**src/logic/sfg_pkg.sv**
```systemverilog
package sfg_pkg;

  // ----------------------------------------------------------------
  // instruction codes
  // ----------------------------------------------------------------
  localparam logic [7:0] OP_STATUS_WRITE = 8'h01;
  localparam logic [7:0] OP_PAGE_PROGRAM = 8'h02;
  localparam logic [7:0] OP_READ = 8'h03;
  localparam logic [7:0] OP_WRITE_DISABLE = 8'h04;
  localparam logic [7:0] OP_WRITE_ENABLE = 8'h06;
  localparam logic [7:0] OP_SECTOR_ERASE = 8'h20;
  localparam logic [7:0] OP_BLOCK_ERASE = 8'hd8;
  localparam logic [7:0] OP_CHIP_ERASE_A = 8'hc7;
  localparam logic [7:0] OP_CHIP_ERASE_B = 8'h60;
  localparam logic [7:0] OP_DEEP_SLEEP = 8'hb9;
  localparam logic [7:0] OP_WAKE = 8'hab;

  // ----------------------------------------------------------------
  // frame shape
  // ----------------------------------------------------------------
  localparam int unsigned BITS_PER_BYTE = 8;
  localparam logic [2:0] BIT_LAST = 3'h7;
  localparam logic [2:0] BIT_ZERO = 3'h0;
  localparam logic [2:0] BYTES_MAX = 3'h7;
  localparam logic [2:0] BYTES_OPCODE = 3'h1;
  localparam logic [2:0] BYTES_STATUS_WRITE = 3'h2;
  localparam logic [2:0] BYTES_HEADER = 3'h4;
  localparam logic [2:0] BYTES_PROGRAM_MIN = 3'h5;

  // ----------------------------------------------------------------
  // status byte layout and reset value
  // ----------------------------------------------------------------
  localparam int unsigned SR_BUSY = 0;
  localparam int unsigned SR_WEL = 1;
  localparam int unsigned SR_BP_LO = 2;
  localparam int unsigned SR_BP_HI = 4;
  localparam int unsigned SR_TB = 5;
  localparam int unsigned SR_LOCK = 7;
  localparam logic [4:0] PROT_RESET = 5'h00;
  localparam logic LOCK_RESET = 1'b0;

  // ----------------------------------------------------------------
  // timing
  // ----------------------------------------------------------------
  localparam int unsigned CLK_MHZ = 100;
  localparam int unsigned T_STATUS_WRITE_SLOW_MS = 10;
  localparam int unsigned T_STATUS_WRITE_FAST_MS = 15;
  localparam int unsigned T_DEEP_SLEEP_US = 3;
  localparam int unsigned T_WAKE_US = 3;
  localparam int unsigned STATUS_WRITE_SLOW_CYCLES = T_STATUS_WRITE_SLOW_MS * 1000 * CLK_MHZ;
  localparam int unsigned STATUS_WRITE_FAST_CYCLES = T_STATUS_WRITE_FAST_MS * 1000 * CLK_MHZ;
  localparam int unsigned DEEP_SLEEP_CYCLES = T_DEEP_SLEEP_US * CLK_MHZ;
  localparam int unsigned WAKE_CYCLES = T_WAKE_US * CLK_MHZ;
  localparam int unsigned TIMER_W = 21;

  typedef enum logic [4:0] {
    st_idle = 5'h01,
    st_status_write = 5'h02,
    st_enter_sleep = 5'h04,
    st_sleep = 5'h08,
    st_wake = 5'h10
  } sfg_state_t;

endpackage

```
**src/logic/sfg_command_guard.sv**
```systemverilog
`timescale 1ns/1ps

// Notes on behaviour
// - write command dropped unless release on byte
// - page program needs whole data bytes
// - status write takes exactly one payload byte
// - status write done within 10/15 ms
// - deep sleep reached within 3 us
// - wake from deep sleep within 3 us
// - status write ignored when locked and protected
// - deep sleep ignored while write busy
module sfg_command_guard #(
  parameter int unsigned STATUS_WRITE_SLOW = sfg_pkg::STATUS_WRITE_SLOW_CYCLES,
  parameter int unsigned STATUS_WRITE_FAST = sfg_pkg::STATUS_WRITE_FAST_CYCLES
) (
  input wire logic clock,
  input wire logic rst,
  input wire logic cs_n,
  input wire logic sck,
  input wire logic si,
  input wire logic wp_n,
  input wire logic fast_grade,
  input wire logic array_busy,
  output logic busy,
  output logic ready,
  output logic [7:0] status_byte,
  output logic deep_sleep,
  output logic array_start,
  output logic [7:0] array_opcode,
  output logic [23:0] array_addr,
  output logic cmd_rejected
);
  import sfg_pkg::*;

  // ----------------------------------------------------------------
  // serial capture
  // ----------------------------------------------------------------
  logic sck_q;
  logic cs_n_q;
  logic [2:0] bit_cnt_q;
  logic [2:0] byte_cnt_q;
  logic [7:0] shift_q;
  logic [7:0] opcode_q;
  logic [23:0] addr_q;
  logic [7:0] payload_q;
  logic [7:0] next_byte;
  logic sck_rise;
  logic cs_rise;
  logic cs_fall;
  logic byte_done;

  assign sck_rise = sck & ~sck_q & ~cs_n & ~cs_n_q;
  assign cs_rise = cs_n & ~cs_n_q;
  assign cs_fall = ~cs_n & cs_n_q;
  assign byte_done = sck_rise && (bit_cnt_q == BIT_LAST);
  assign next_byte = {shift_q[6:0], si};

  always_ff @(posedge clock or posedge rst) begin
    if (rst) begin
      sck_q <= 1'b0;
      cs_n_q <= 1'b1;
    end else begin
      sck_q <= sck;
      cs_n_q <= cs_n;
    end
  end

  always_ff @(posedge clock or posedge rst) begin
    if (rst) begin
      bit_cnt_q <= BIT_ZERO;
      byte_cnt_q <= 3'h0;
      shift_q <= 8'h00;
    end else if (cs_fall) begin
      bit_cnt_q <= BIT_ZERO;
      byte_cnt_q <= 3'h0;
      shift_q <= 8'h00;
    end else if (sck_rise) begin
      bit_cnt_q <= bit_cnt_q + 3'h1;
      shift_q <= next_byte;
      // saturate: only "at least N" and "exactly N" matter below the cap
      if (byte_done && byte_cnt_q != BYTES_MAX) begin
        byte_cnt_q <= byte_cnt_q + 3'h1;
      end
    end
  end

  always_ff @(posedge clock or posedge rst) begin
    if (rst) begin
      opcode_q <= 8'h00;
      addr_q <= 24'h000000;
      payload_q <= 8'h00;
    end else if (byte_done) begin
      case (byte_cnt_q)
        3'h0: opcode_q <= next_byte;
        3'h1: begin
          addr_q[23:16] <= next_byte;
          payload_q <= next_byte;
        end
        3'h2: addr_q[15:8] <= next_byte;
        3'h3: addr_q[7:0] <= next_byte;
        default: ;
      endcase
    end
  end

  // ----------------------------------------------------------------
  // frame qualification at release
  // ----------------------------------------------------------------
  sfg_state_t state_q;
  logic wel_q;
  logic [3:0] prot_q;
  logic lock_q;
  logic [TIMER_W-1:0] timer_q;
  logic aligned;
  logic have_op;
  logic is_erase;
  logic write_busy;
  logic asleep;
  logic locked;
  logic acc_status_write;
  logic acc_program;
  logic acc_erase;
  logic acc_enter_sleep;
  logic acc_wake;
  logic acc_wren;
  logic acc_wrdi;
  logic timer_done;

  assign aligned = (bit_cnt_q == BIT_ZERO);
  assign have_op = (byte_cnt_q >= BYTES_OPCODE);
  assign is_erase = (opcode_q == OP_SECTOR_ERASE) || (opcode_q == OP_BLOCK_ERASE) ||
                    (opcode_q == OP_CHIP_ERASE_A) || (opcode_q == OP_CHIP_ERASE_B);
  assign write_busy = (state_q == st_status_write) || array_busy;
  assign asleep = (state_q == st_sleep) || (state_q == st_enter_sleep) || (state_q == st_wake);
  assign locked = ~wp_n & lock_q;
  assign timer_done = (timer_q == '0);

  // a plain read (OP_READ) is never qualified here; the host keeps its clock low enough
  assign acc_wren = cs_rise && have_op && aligned && !asleep && opcode_q == OP_WRITE_ENABLE;
  assign acc_wrdi = cs_rise && have_op && aligned && !asleep && opcode_q == OP_WRITE_DISABLE;
  assign acc_status_write = cs_rise && aligned && !asleep && !write_busy && wel_q && !locked &&
                            opcode_q == OP_STATUS_WRITE &&
                            byte_cnt_q == BYTES_STATUS_WRITE;
  assign acc_program = cs_rise && aligned && !asleep && !write_busy && wel_q &&
                       opcode_q == OP_PAGE_PROGRAM &&
                       byte_cnt_q >= BYTES_PROGRAM_MIN;
  assign acc_erase = cs_rise && aligned && !asleep && !write_busy && wel_q && is_erase &&
                     byte_cnt_q == ((opcode_q == OP_CHIP_ERASE_A || opcode_q == OP_CHIP_ERASE_B) ?
                                    BYTES_OPCODE : BYTES_HEADER);
  assign acc_enter_sleep = cs_rise && have_op && aligned && !asleep && !write_busy &&
                           opcode_q == OP_DEEP_SLEEP;
  assign acc_wake = cs_rise && have_op && state_q == st_sleep && opcode_q == OP_WAKE;

  // ----------------------------------------------------------------
  // self-timed operations
  // ----------------------------------------------------------------
  logic [TIMER_W-1:0] status_write_load;

  assign status_write_load = fast_grade ? TIMER_W'(STATUS_WRITE_FAST - 1) :
                                          TIMER_W'(STATUS_WRITE_SLOW - 1);

  always_ff @(posedge clock or posedge rst) begin
    if (rst) begin
      state_q <= st_idle;
      timer_q <= '0;
    end else begin
      case (state_q)
        st_idle: begin
          if (acc_status_write) begin
            state_q <= st_status_write;
            timer_q <= status_write_load;
          end else if (acc_enter_sleep) begin
            state_q <= st_enter_sleep;
            timer_q <= TIMER_W'(DEEP_SLEEP_CYCLES - 1);
          end
        end
        st_status_write: begin
          if (timer_done) begin
            state_q <= st_idle;
          end else begin
            timer_q <= timer_q - 1'b1;
          end
        end
        st_enter_sleep: begin
          if (timer_done) begin
            state_q <= st_sleep;
          end else begin
            timer_q <= timer_q - 1'b1;
          end
        end
        st_sleep: begin
          if (acc_wake) begin
            state_q <= st_wake;
            timer_q <= TIMER_W'(WAKE_CYCLES - 1);
          end
        end
        st_wake: begin
          if (timer_done) begin
            state_q <= st_idle;
          end else begin
            timer_q <= timer_q - 1'b1;
          end
        end
        default: begin
          state_q <= st_idle;
          timer_q <= '0;
        end
      endcase
    end
  end

  // ----------------------------------------------------------------
  // status contents
  // ----------------------------------------------------------------
  // new protection bits land only when the internal write finishes
  always_ff @(posedge clock or posedge rst) begin
    if (rst) begin
      prot_q <= PROT_RESET[3:0];
      lock_q <= LOCK_RESET;
    end else if (state_q == st_status_write && timer_done) begin
      prot_q <= {payload_q[SR_TB], payload_q[SR_BP_HI:SR_BP_LO]};
      lock_q <= payload_q[SR_LOCK];
    end
  end

  always_ff @(posedge clock or posedge rst) begin
    if (rst) begin
      wel_q <= 1'b0;
    end else if (acc_wren) begin
      wel_q <= 1'b1;
    end else if (acc_wrdi || acc_program || acc_erase || (state_q == st_status_write && timer_done)) begin
      wel_q <= 1'b0;
    end
  end

  always_ff @(posedge clock or posedge rst) begin
    if (rst) begin
      status_byte <= 8'h00;
    end else begin
      status_byte <= '0;
      status_byte[SR_BUSY] <= write_busy;
      status_byte[SR_WEL] <= wel_q;
      status_byte[SR_BP_HI:SR_BP_LO] <= prot_q[2:0];
      status_byte[SR_TB] <= prot_q[3];
      status_byte[SR_LOCK] <= lock_q;
    end
  end

  // ----------------------------------------------------------------
  // array hand-off and outputs
  // ----------------------------------------------------------------
  always_ff @(posedge clock or posedge rst) begin
    if (rst) begin
      array_start <= 1'b0;
      array_opcode <= 8'h00;
      array_addr <= 24'h000000;
      cmd_rejected <= 1'b0;
    end else begin
      array_start <= acc_program || acc_erase;
      if (acc_program || acc_erase) begin
        array_opcode <= opcode_q;
        array_addr <= addr_q;
      end
      // only write-type and deep sleep frames report a refusal; reads and wake simply end
      cmd_rejected <= cs_rise && have_op && !(acc_status_write || acc_program || acc_erase ||
                      acc_enter_sleep || acc_wake || acc_wren || acc_wrdi) &&
                      (is_erase || opcode_q == OP_STATUS_WRITE || opcode_q == OP_PAGE_PROGRAM ||
                       opcode_q == OP_DEEP_SLEEP || opcode_q == OP_WRITE_ENABLE ||
                       opcode_q == OP_WRITE_DISABLE);
    end
  end

  always_ff @(posedge clock or posedge rst) begin
    if (rst) begin
      deep_sleep <= 1'b0;
    end else begin
      deep_sleep <= (state_q == st_sleep);
    end
  end

  assign busy = write_busy || (state_q == st_enter_sleep);
  assign ready = (state_q == st_idle) || (state_q == st_status_write);

endmodule // sfg_command_guard

```
**config.mk**
```make
export PLATFORM = sky130hd
export DESIGN_NAME = sfg_command_guard
export DESIGN_NICKNAME = d
export VERILOG_FILES = /design/src/logic/sfg_pkg.sv /design/src/logic/sfg_command_guard.sv
export SDC_FILE = /design/constraint.sdc
export NUM_CORES = 1
export LEC_CHECK = 0
export ABC_AREA = 1
export BUFFER_PORTS_ARGS = -buffer_cell sky130_fd_sc_hd__buf_2
export CORE_MARGIN = 1.5
export CORE_UTILIZATION = 41
export DETAILED_ROUTE_END_ITERATION = 8
export PLACE_DENSITY_LB_ADDON = 0.3
export SYNTH_ARGS = -nofsm -noshare
export SYNTH_HDL_FRONTEND = slang
export SYNTH_SLANG_ARGS = --single-unit
```
**constraint.sdc**
```tcl
create_clock -name clock -period 6.15 [get_ports clock]
set_input_delay 1.23 -clock clock [delete_from_list [all_inputs] [get_ports clock]]
set_output_delay 1.23 -clock clock [all_outputs]
set_load 0.03 [all_outputs]
```
Yosys cells after proc, flatten, opt, wreduce, memory -nomap -nowiden
Index checks and enable logic that the tools add are counted.
{ "totals": {"reg_bits": 121, "input_bits": 8, "out_inout_bits": 45, "word_cells": 151} }
{ "op_classes": {"addsub": 3, "magnitude_cmp": 2, "eq_ne": 26, "n_mux": 22, "n_bitwise": 10, "n_reduce_logical": 68} }
{ "op_table": {"columns": ["cell", "n"], "rows": [
  ["21-bit 2-to-1 mux", 5],
  ["21-bit one-hot mux with 3 select lines", 1],
  ["8-bit == test, second input constant", 4],
  ["1-bit logical AND", 25],
  ["5-bit 2-to-1 mux", 5],
  ["1-bit logical OR", 24],
  ["21-bit zero test", 1],
  ["21-bit by 1-bit subtractor with 21-bit output, second input constant", 1],
  ["5-bit one-hot mux with 4 select lines", 1],
  ["3-bit 2-to-1 mux", 6],
  ["8-bit by 3-bit == test with 1-bit output, second input constant", 2],
  ["7-bit 2-to-1 mux", 2],
  ["2-bit AND reduction", 5],
  ["8-bit by 1-bit == test with 1-bit output, second input constant", 1],
  ["8-bit by 2-bit == test with 1-bit output, second input constant", 1],
  ["8-bit by 6-bit == test with 1-bit output, second input constant", 1],
  ["8-bit by 7-bit == test with 1-bit output, second input constant", 1],
  ["3-bit by 1-bit adder with 3-bit output, second input constant", 2],
  ["1-bit AND", 6],
  ["3-bit by 2-bit == test with 1-bit output, second input constant", 2],
  ["3-bit zero test", 2],
  ["2-bit inequality test, second input constant", 3],
  ["3-bit inequality test, second input constant", 2],
  ["2-bit nonzero test", 3],
  ["other kinds (18)", 25]
]} }

Depth between registers and ports, before layout
Gate-level depths: netlist (run 1).
{ "depth": {"word_depth": 19, "depth_mapped": 13, "ltp_nobuf": 12} }

Least setup slack after synthesis (run 1)
Ideal clock, no wire load.
{ "synth_path": {"path_type": "input -> output", "start": "input array_busy", "end": "output busy", "arrival_time_ns": 1.552, "t_required_ns": 4.920, "setup_slack_ns": 3.368, "stages": 2, "n_path_buf": 0, "path_cell_list": "inv_1 -> nand3_1"} }
{ "synth_between": {"elab_chain_cells": 2} }
{ "synth_lines": {"columns": ["element", "line", "rtl"], "rows": [
  ["from (decl)", "sfg_command_guard.sv:23", "input wire logic array_busy,"],
  ["1-bit logical OR", "sfg_command_guard.sv:133", "assign write_busy = (state_q == st_status_write) || array_busy;"],
  ["1-bit logical OR", "sfg_command_guard.sv:281", "assign busy = write_busy || (state_q == st_enter_sleep);"],
  ["to (decl)", "sfg_command_guard.sv:24", "output logic busy,"]
]} }
No other way between the ends.

Final worst setup path (run 1)
{ "layout_path": {"start": "input cs_n", "end": "register array_opcode[4]"} }
{ "layout_between": {"elab_chain_cells": 8, "word_cells_on_any_way": 10, "cone_classes": "bitwise: 1; reduce/logical: 9"} }
{ "layout_lines": {"columns": ["element", "line", "rtl"], "rows": [
  ["from (decl)", "sfg_command_guard.sv:18", "input wire logic cs_n,"],
  ["1-bit AND (*)", "sfg_command_guard.sv:53", "assign cs_rise = cs_n & ~cs_n_q;"],
  ["1-bit logical AND (*) (4 in series)", "sfg_command_guard.sv:144, sfg_command_guard.sv:147", null],
  ["1-bit logical AND, on equally long branches", "sfg_command_guard.sv:144, sfg_command_guard.sv:147", null],
  ["1-bit logical AND, on equally long branches", "sfg_command_guard.sv:145, sfg_command_guard.sv:147", null],
  ["1-bit logical OR (*)", "sfg_command_guard.sv:260", "if (acc_program || acc_erase) begin"],
  ["to (signal assigned)", "sfg_command_guard.sv:261", "array_opcode <= opcode_q;"],
  ["to (decl)", "sfg_command_guard.sv:29", "output logic [7:0] array_opcode,"]
]} }
Mark *: on every way between the ends. The rest lies on a longest branch, timed or not.
A chain may end at the register's enable or synchronous reset.

==> out/qor.yml, run 1 <==
post_cts_buffers: 0
fin_crit_ps: 3300
synth-seq-cells: 121
yosysUniqueCellTypes: 36
place_hpwl_um: 8980
timing.clock.skew_ps: 8.79
synth.avg_cell_area_um2: 8.04
finalSetupViolCount: 0
p_leak_nw: 3.76
pin_count: 53
critPathBufInv: 1
ff2ff_setup_slack_ps: 3200
drt_first_pass_iters: 5
clk_latency_ps: 410
grt_pass1_vias: 4591
end_kind: "register"
setup_slack_ps: 2850
worst_path_max_delay_cell: "nand2_2"
fin_hold_ws_ps: 372
cts-root-buf: "clkbuf_16"
placed_area_um2: 6370
die-area_um2: 15400
critPathMostFrequentCell: "nand2_1"
ir_drop_mv: 0.218
fmax_mhz: 303
finalMaxSlewViolations: 0
coreArea_um2: 14400
ctsHoldBuffers: 0
drc_errors: 0
nFillCells: 1427
post-route-util: 0.483
netlist_instances: 748
drive_above_1_share: 0.166
cts_resized: 0
nets: 817
hp-class: "register to register"
syn_nets: 766
htreeDepth: 4
finalPower_mw: 1.86
path_cells: "buf_2 -> nand2_1 -> nor2_1 -> nand2_1 -> nor2_2 -> nand2_2 -> nor2_2 -> nand3_2 -> nand2_2 -> nand2_1 -> nand2_1"
power_density_nw_per_um2: 268
post-route-period-util: 0.536
ff_latch_area_um2: 3030
dr_total_vias: 4891
tightest_slew_ps: 936
hold_viol: 0
cts.clk_slew.worst_paths_ps: 60
antenna_found_initial: 0
start_util: 0.417
cts_buffer_depth: 2
cts_tree: "built"
grt_pass1_wl_um: 22800
dp_cells: 964
path_max_fanout: 33
cts.sinks: 121
netlist_area_um2: 6010
gr-usage-all-layers: 0.192
crit_family: "simple AND/OR/NAND/NOR gates"
gp_congestion: 0.847
area_growth_pct: 15.7
cp.required_ps: 6500
critPathMaxStageDelay_ps: 820
viasPerCell: 4.91
crit_type: "primary input to register"
slew_headroom: 0.376
ys_warn_count: 0
drt_iter0_markers: 384
dieHeight_um: 124
fin_area_um2: 6960
die_w_um: 124
setup_tns_ps: 0
port_buffers: 51
finalNonFillerCells: 996
numCtsBuffers: 17
synth-seq-area-share: 0.504
critPathLaunchType: "primary input"
rsz0062_at_grt: "false"
antenna_cells: 0
gr-total-overflow: 0
crit_arrival_ps: 3640
routed_wl_um: 13500
multi_input_area_um2: 2550
ant_nets: 0
cap_violations: 0
rows: 44
grt_max_degree: 78
status: "finished, final reports clean"
wl_per_cell_um: 13.5
post-place-ws_ps: 2480
[final timing paths]
path,start,endpoint,cells after the start
max in group asynchronous,rst,array_opcode[5]$_DFFE_PP0P_,3
hold reg to reg,prot_q[1]$_DFFE_PP0P_,status_byte[3]$_DFF_PP0_,0
setup reg to reg,opcode_q[3]$_DFFE_PP0P_,array_opcode[4]$_DFFE_PP0P_,11
setup / recovery,cs_n,array_opcode[4]$_DFFE_PP0P_,11
hold / removal,prot_q[1]$_DFFE_PP0P_,status_byte[3]$_DFF_PP0_,0
min in group asynchronous,rst,status_byte[4]$_DFF_PP0_,2
[layout by cell type, fill, tap and decap left out, types with 2 or more instances in the layout]
master      count
nand3b_1        4
nand4_4         3
buf_2          51
xor2_1          3
a21oi_1         6
and2_1          2
inv_1          66
a211oi_1        2
or2_2           5
dfrtp_1       119
inv_6           3
bufinv_16       2
nand4_1         5
o21ai_0        54
ha_1           10
o22ai_1         8
nand2_2         8
clkinv_4        4
nor2_4          4
dfstp_2         2
nand3_4         2
clkbuf_16      17
inv_2          10
clkbuf_1        2
nor2_2          6
nand3_1        70
nand2_1       250
o21ai_2         6
nor2_1         68
clkinvlp_4      2
nand3_2         6
[area by class of cell]
class | instances | area share
flip-flops and latches | 121 | 0.435
multi-input cells | 529 | 0.367
repair buffers | 52 | 0.0377
clock inverters | 12 | 0.0203
inverters | 78 | 0.0424
well taps | 184 | 0.0331
clock buffers | 20 | 0.0642
[per-layer routing]
| layer | GRT usage | part of all wire | vias to the layer above |
|---|---|---|---|
| met1 | 0.280 | 0.50 | 2279 |
| met5 | 0 | 0 | - |
| met4 | 0.0547 | 0.011 | 0 |
| met2 | 0.282 | 0.44 | 112 |
| met3 | 0.0481 | 0.054 | 13 |
| li1 | - | - | 2487 |
[sequential cells by signal, summed over array words and instances, names as in the netlist]
signal,cells
array_addr,24
array_start,1
deep_sleep,1
prot_q,4
array_opcode,8
sck_q,1
status_byte,7
shift_q,7
bit_cnt_q,3
cs_n_q,1
state_q,5
byte_cnt_q,3
timer_q,21
wel_q,1
opcode_q,8
cmd_rejected,1
addr_q,24
lock_q,1
[power breakdown]
group          switching, mW  internal [mW]  leakage, nW
clock network          0.374          0.612        0.282
logic                 0.0505         0.0171         1.81
registers            0.00642          0.803         1.68
total                  0.431           1.43         3.76
[synthesized netlist by cell type]
cell        n  share of area
ha_1       10          0.021
clkbuf_1    5         0.0031
xor2_1      3         0.0044
a21oi_1     6         0.0050
nand3_1    70          0.058
nand3_2     6          0.010
nand3_4     2         0.0058
o211ai_1    1         0.0012
conb_1      1        0.00062
nor3b_1     1         0.0012
or2_2       5         0.0052
o21ai_2     6         0.0087
nor2_1     68          0.042
buf_6       6          0.011
inv_2      10         0.0062
nand4_4     3          0.011
buf_2       7         0.0058
inv_1      67          0.042
o21ai_0    54          0.045
nand2_1   250           0.16
o31ai_1     1         0.0012
buf_4       2         0.0025
nand2_2     8         0.0083
clkinv_1    1        0.00062
nand4_1     5         0.0052
o21bai_1    1         0.0012
nand3b_1    4         0.0050
and2_1      2         0.0021
o22ai_1     8         0.0083
nor2_2      6         0.0062
nor3_1      1        0.00083
a211oi_1    2         0.0025
nor2_4      4         0.0075
dfrtp_1   119           0.50
dfstp_2     2         0.0087
and3_1      1         0.0010
[kinds of logic after synthesis]
logic type | count (synthesis) | share of synthesized area
adders and majority gates | 10 | 0.0208
other | 1 | 0.000623
AOI/OAI and AO/OA | 79 | 0.0732
and+or+nand+nor | 436 | 0.326
xor gates and xnor gates | 3 | 0.00437
DFF | 121 | 0.504
buffers and inverters | 98 | 0.0714
(Power assumes the default switching activity.)
==> run 2, diff against run 1 <==
==> constraint.sdc (replaced) <==
create_clock -name clock -period 2.95 [get_ports clock]
set_input_delay 0.59 -clock clock [delete_from_list [all_inputs] [get_ports clock]]
set_output_delay 0.59 -clock clock [all_outputs]
set_load 0.03 [all_outputs]
==> out/qor.yml, run 2 (synthesis gave the netlist of run 1 again) <==
status: "finished, final reports clean"
cap_violations: 0
dieHeight_um: 124
drt_iter0_markers: 312
port_buffers: 51
grt_max_degree: 122
end_kind: "register"
rsz0062_at_grt: "false"
fin_crit_ps: 2460
gr-usage-all-layers: 0.197
layout_commonest_cell: "nand2_1"
gr-total-overflow: 0
dr_total_vias: 4887
grt_pass1_vias: 4634
timing.clock.skew_ps: 10.8
hold_viol: 0
p_leak_nw: 3.81
start_util: 0.417
slew_headroom: 0.572
nFillCells: 1417
cp.required_ps: 3300
die_w_um: 124
nets: 822
pin_count: 53
ir_drop_mv: 0.367
ant_nets: 0
power_density_nw_per_um2: 561
wl_per_cell_um: 13.5
post_cts_buffers: 0
finalSetupViolCount: 0
cts.clk_slew.worst_paths_ps: 60
viasPerCell: 4.88
hp-class: "primary input to register"
area_growth_pct: 17.0
place_hpwl_um: 9070
layout_common_cells: "250 x nand2_1, 119 x dfrtp_1, 70 x nand3_1, 68 x nor2_1, 66 x inv_1"
coreArea_um2: 14400
drive_above_1_share: 0.174
drt_first_pass_iters: 6
drc_errors: 0
post-route-period-util: 0.833
tightest_slew_ps: 642
ctsHoldBuffers: 0
finalMaxSlewViolations: 0
critPathLaunchType: "register"
fmax_mhz: 407
htreeDepth: 4
path_max_fanout: 21
die-area_um2: 15400
cts_resized: 0
numCtsBuffers: 17
cts-root-buf: "clkbuf_16"
antenna_found_initial: 0
crit_type: "register to register"
finalNonFillerCells: 1001
gp_congestion: 0.877
dp_cells: 969
routed_wl_um: 13500
cts.sinks: 121
clk_latency_ps: 420
antenna_cells: 0
setup_tns_ps: 0
grt_pass1_wl_um: 23000
rows: 44
cts_buffer_depth: 2
reg_top3: "addr_q: 24 flops, array_addr: 24 flops, timer_q: 21 flops"
cts_tree: "built"
crit_arrival_ps: 2810
[run 2: layout make-up]
type	count	area, um^2	area share
Tap cell	184	230	0.0327
Multi-Input combinational cell	529	2550	0.363
Clock inverter	13	156	0.0222
Timing Repair Buffer	57	313	0.0445
Sequential cell	121	3030	0.431
Inverter	78	297	0.0422
Clock buffer	19	453	0.0644
[run 2: metal layers]
| metal | global-route usage | part of all wire | vias up |
|---|---|---|---|
| met3 | 0.0655 | 0.054 | 12 |
| met1 | 0.289 | 0.50 | 2262 |
| li1 | - | - | 2498 |
| met2 | 0.275 | 0.43 | 115 |
| met4 | 0.0582 | 0.014 | 0 |
| met5 | 0 | 0 | - |
[run 2: where the power goes]
group          internal (mW)  switching (mW)
Sequential              1.67          0.0132
Clock                   1.31           0.809
Combinational         0.0367           0.101
Total                   3.02           0.923
[run 2: metrics by stage]
step / utilization / hold WS, ps / setup WS (ps) / power (mW) / cell area [um^2]
floorplan: - / 354 / 878 / 1.81 / 6020
global placement: 0.445 / 366 / 521 / 1.86 / 6420
detailed placement: 0.445 / 364 / 536 / 1.86 / 6420
CTS: 0.488 / 278 / 509 / 3.99 / 7030
global route: 0.488 / 278 / 204 / 4.10 / 7030
finish: 0.488 / 301 / 494 / 3.94 / 7030
[run 2: critical path: stages (launching register included)]
cell     delay, ps
dfrtp_1        450
inv_1          170
ha_1           160
inv_1           50
nor2_1         200
o21ai_0        160
nor2_2         190
nand3_2        150
nand3_4        110
nand2_2        260
inv_2          310
nand2_1         90
nand2_1         70
[run 2: final timing paths]
kind                                                 from                          to  slack [ps]  cells after the start
worst max-delay path            byte_cnt_q[0]$_DFFE_PP0P_     timer_q[16]$_DFFE_PP0P_         490                     12
worst min-delay path                                 cs_n            cs_n_q$_DFF_PP1_         300                      1
worst max register to register  byte_cnt_q[0]$_DFFE_PP0P_     timer_q[16]$_DFFE_PP0P_         490                     12
worst min register to register      prot_q[2]$_DFFE_PP0P_    status_byte[4]$_DFF_PP0_         370                      0
max in group asynchronous                             rst     timer_q[17]$_DFFE_PP0P_        2110                      3
min in group asynchronous                             rst  array_addr[21]$_DFFE_PP0P_         340                      3
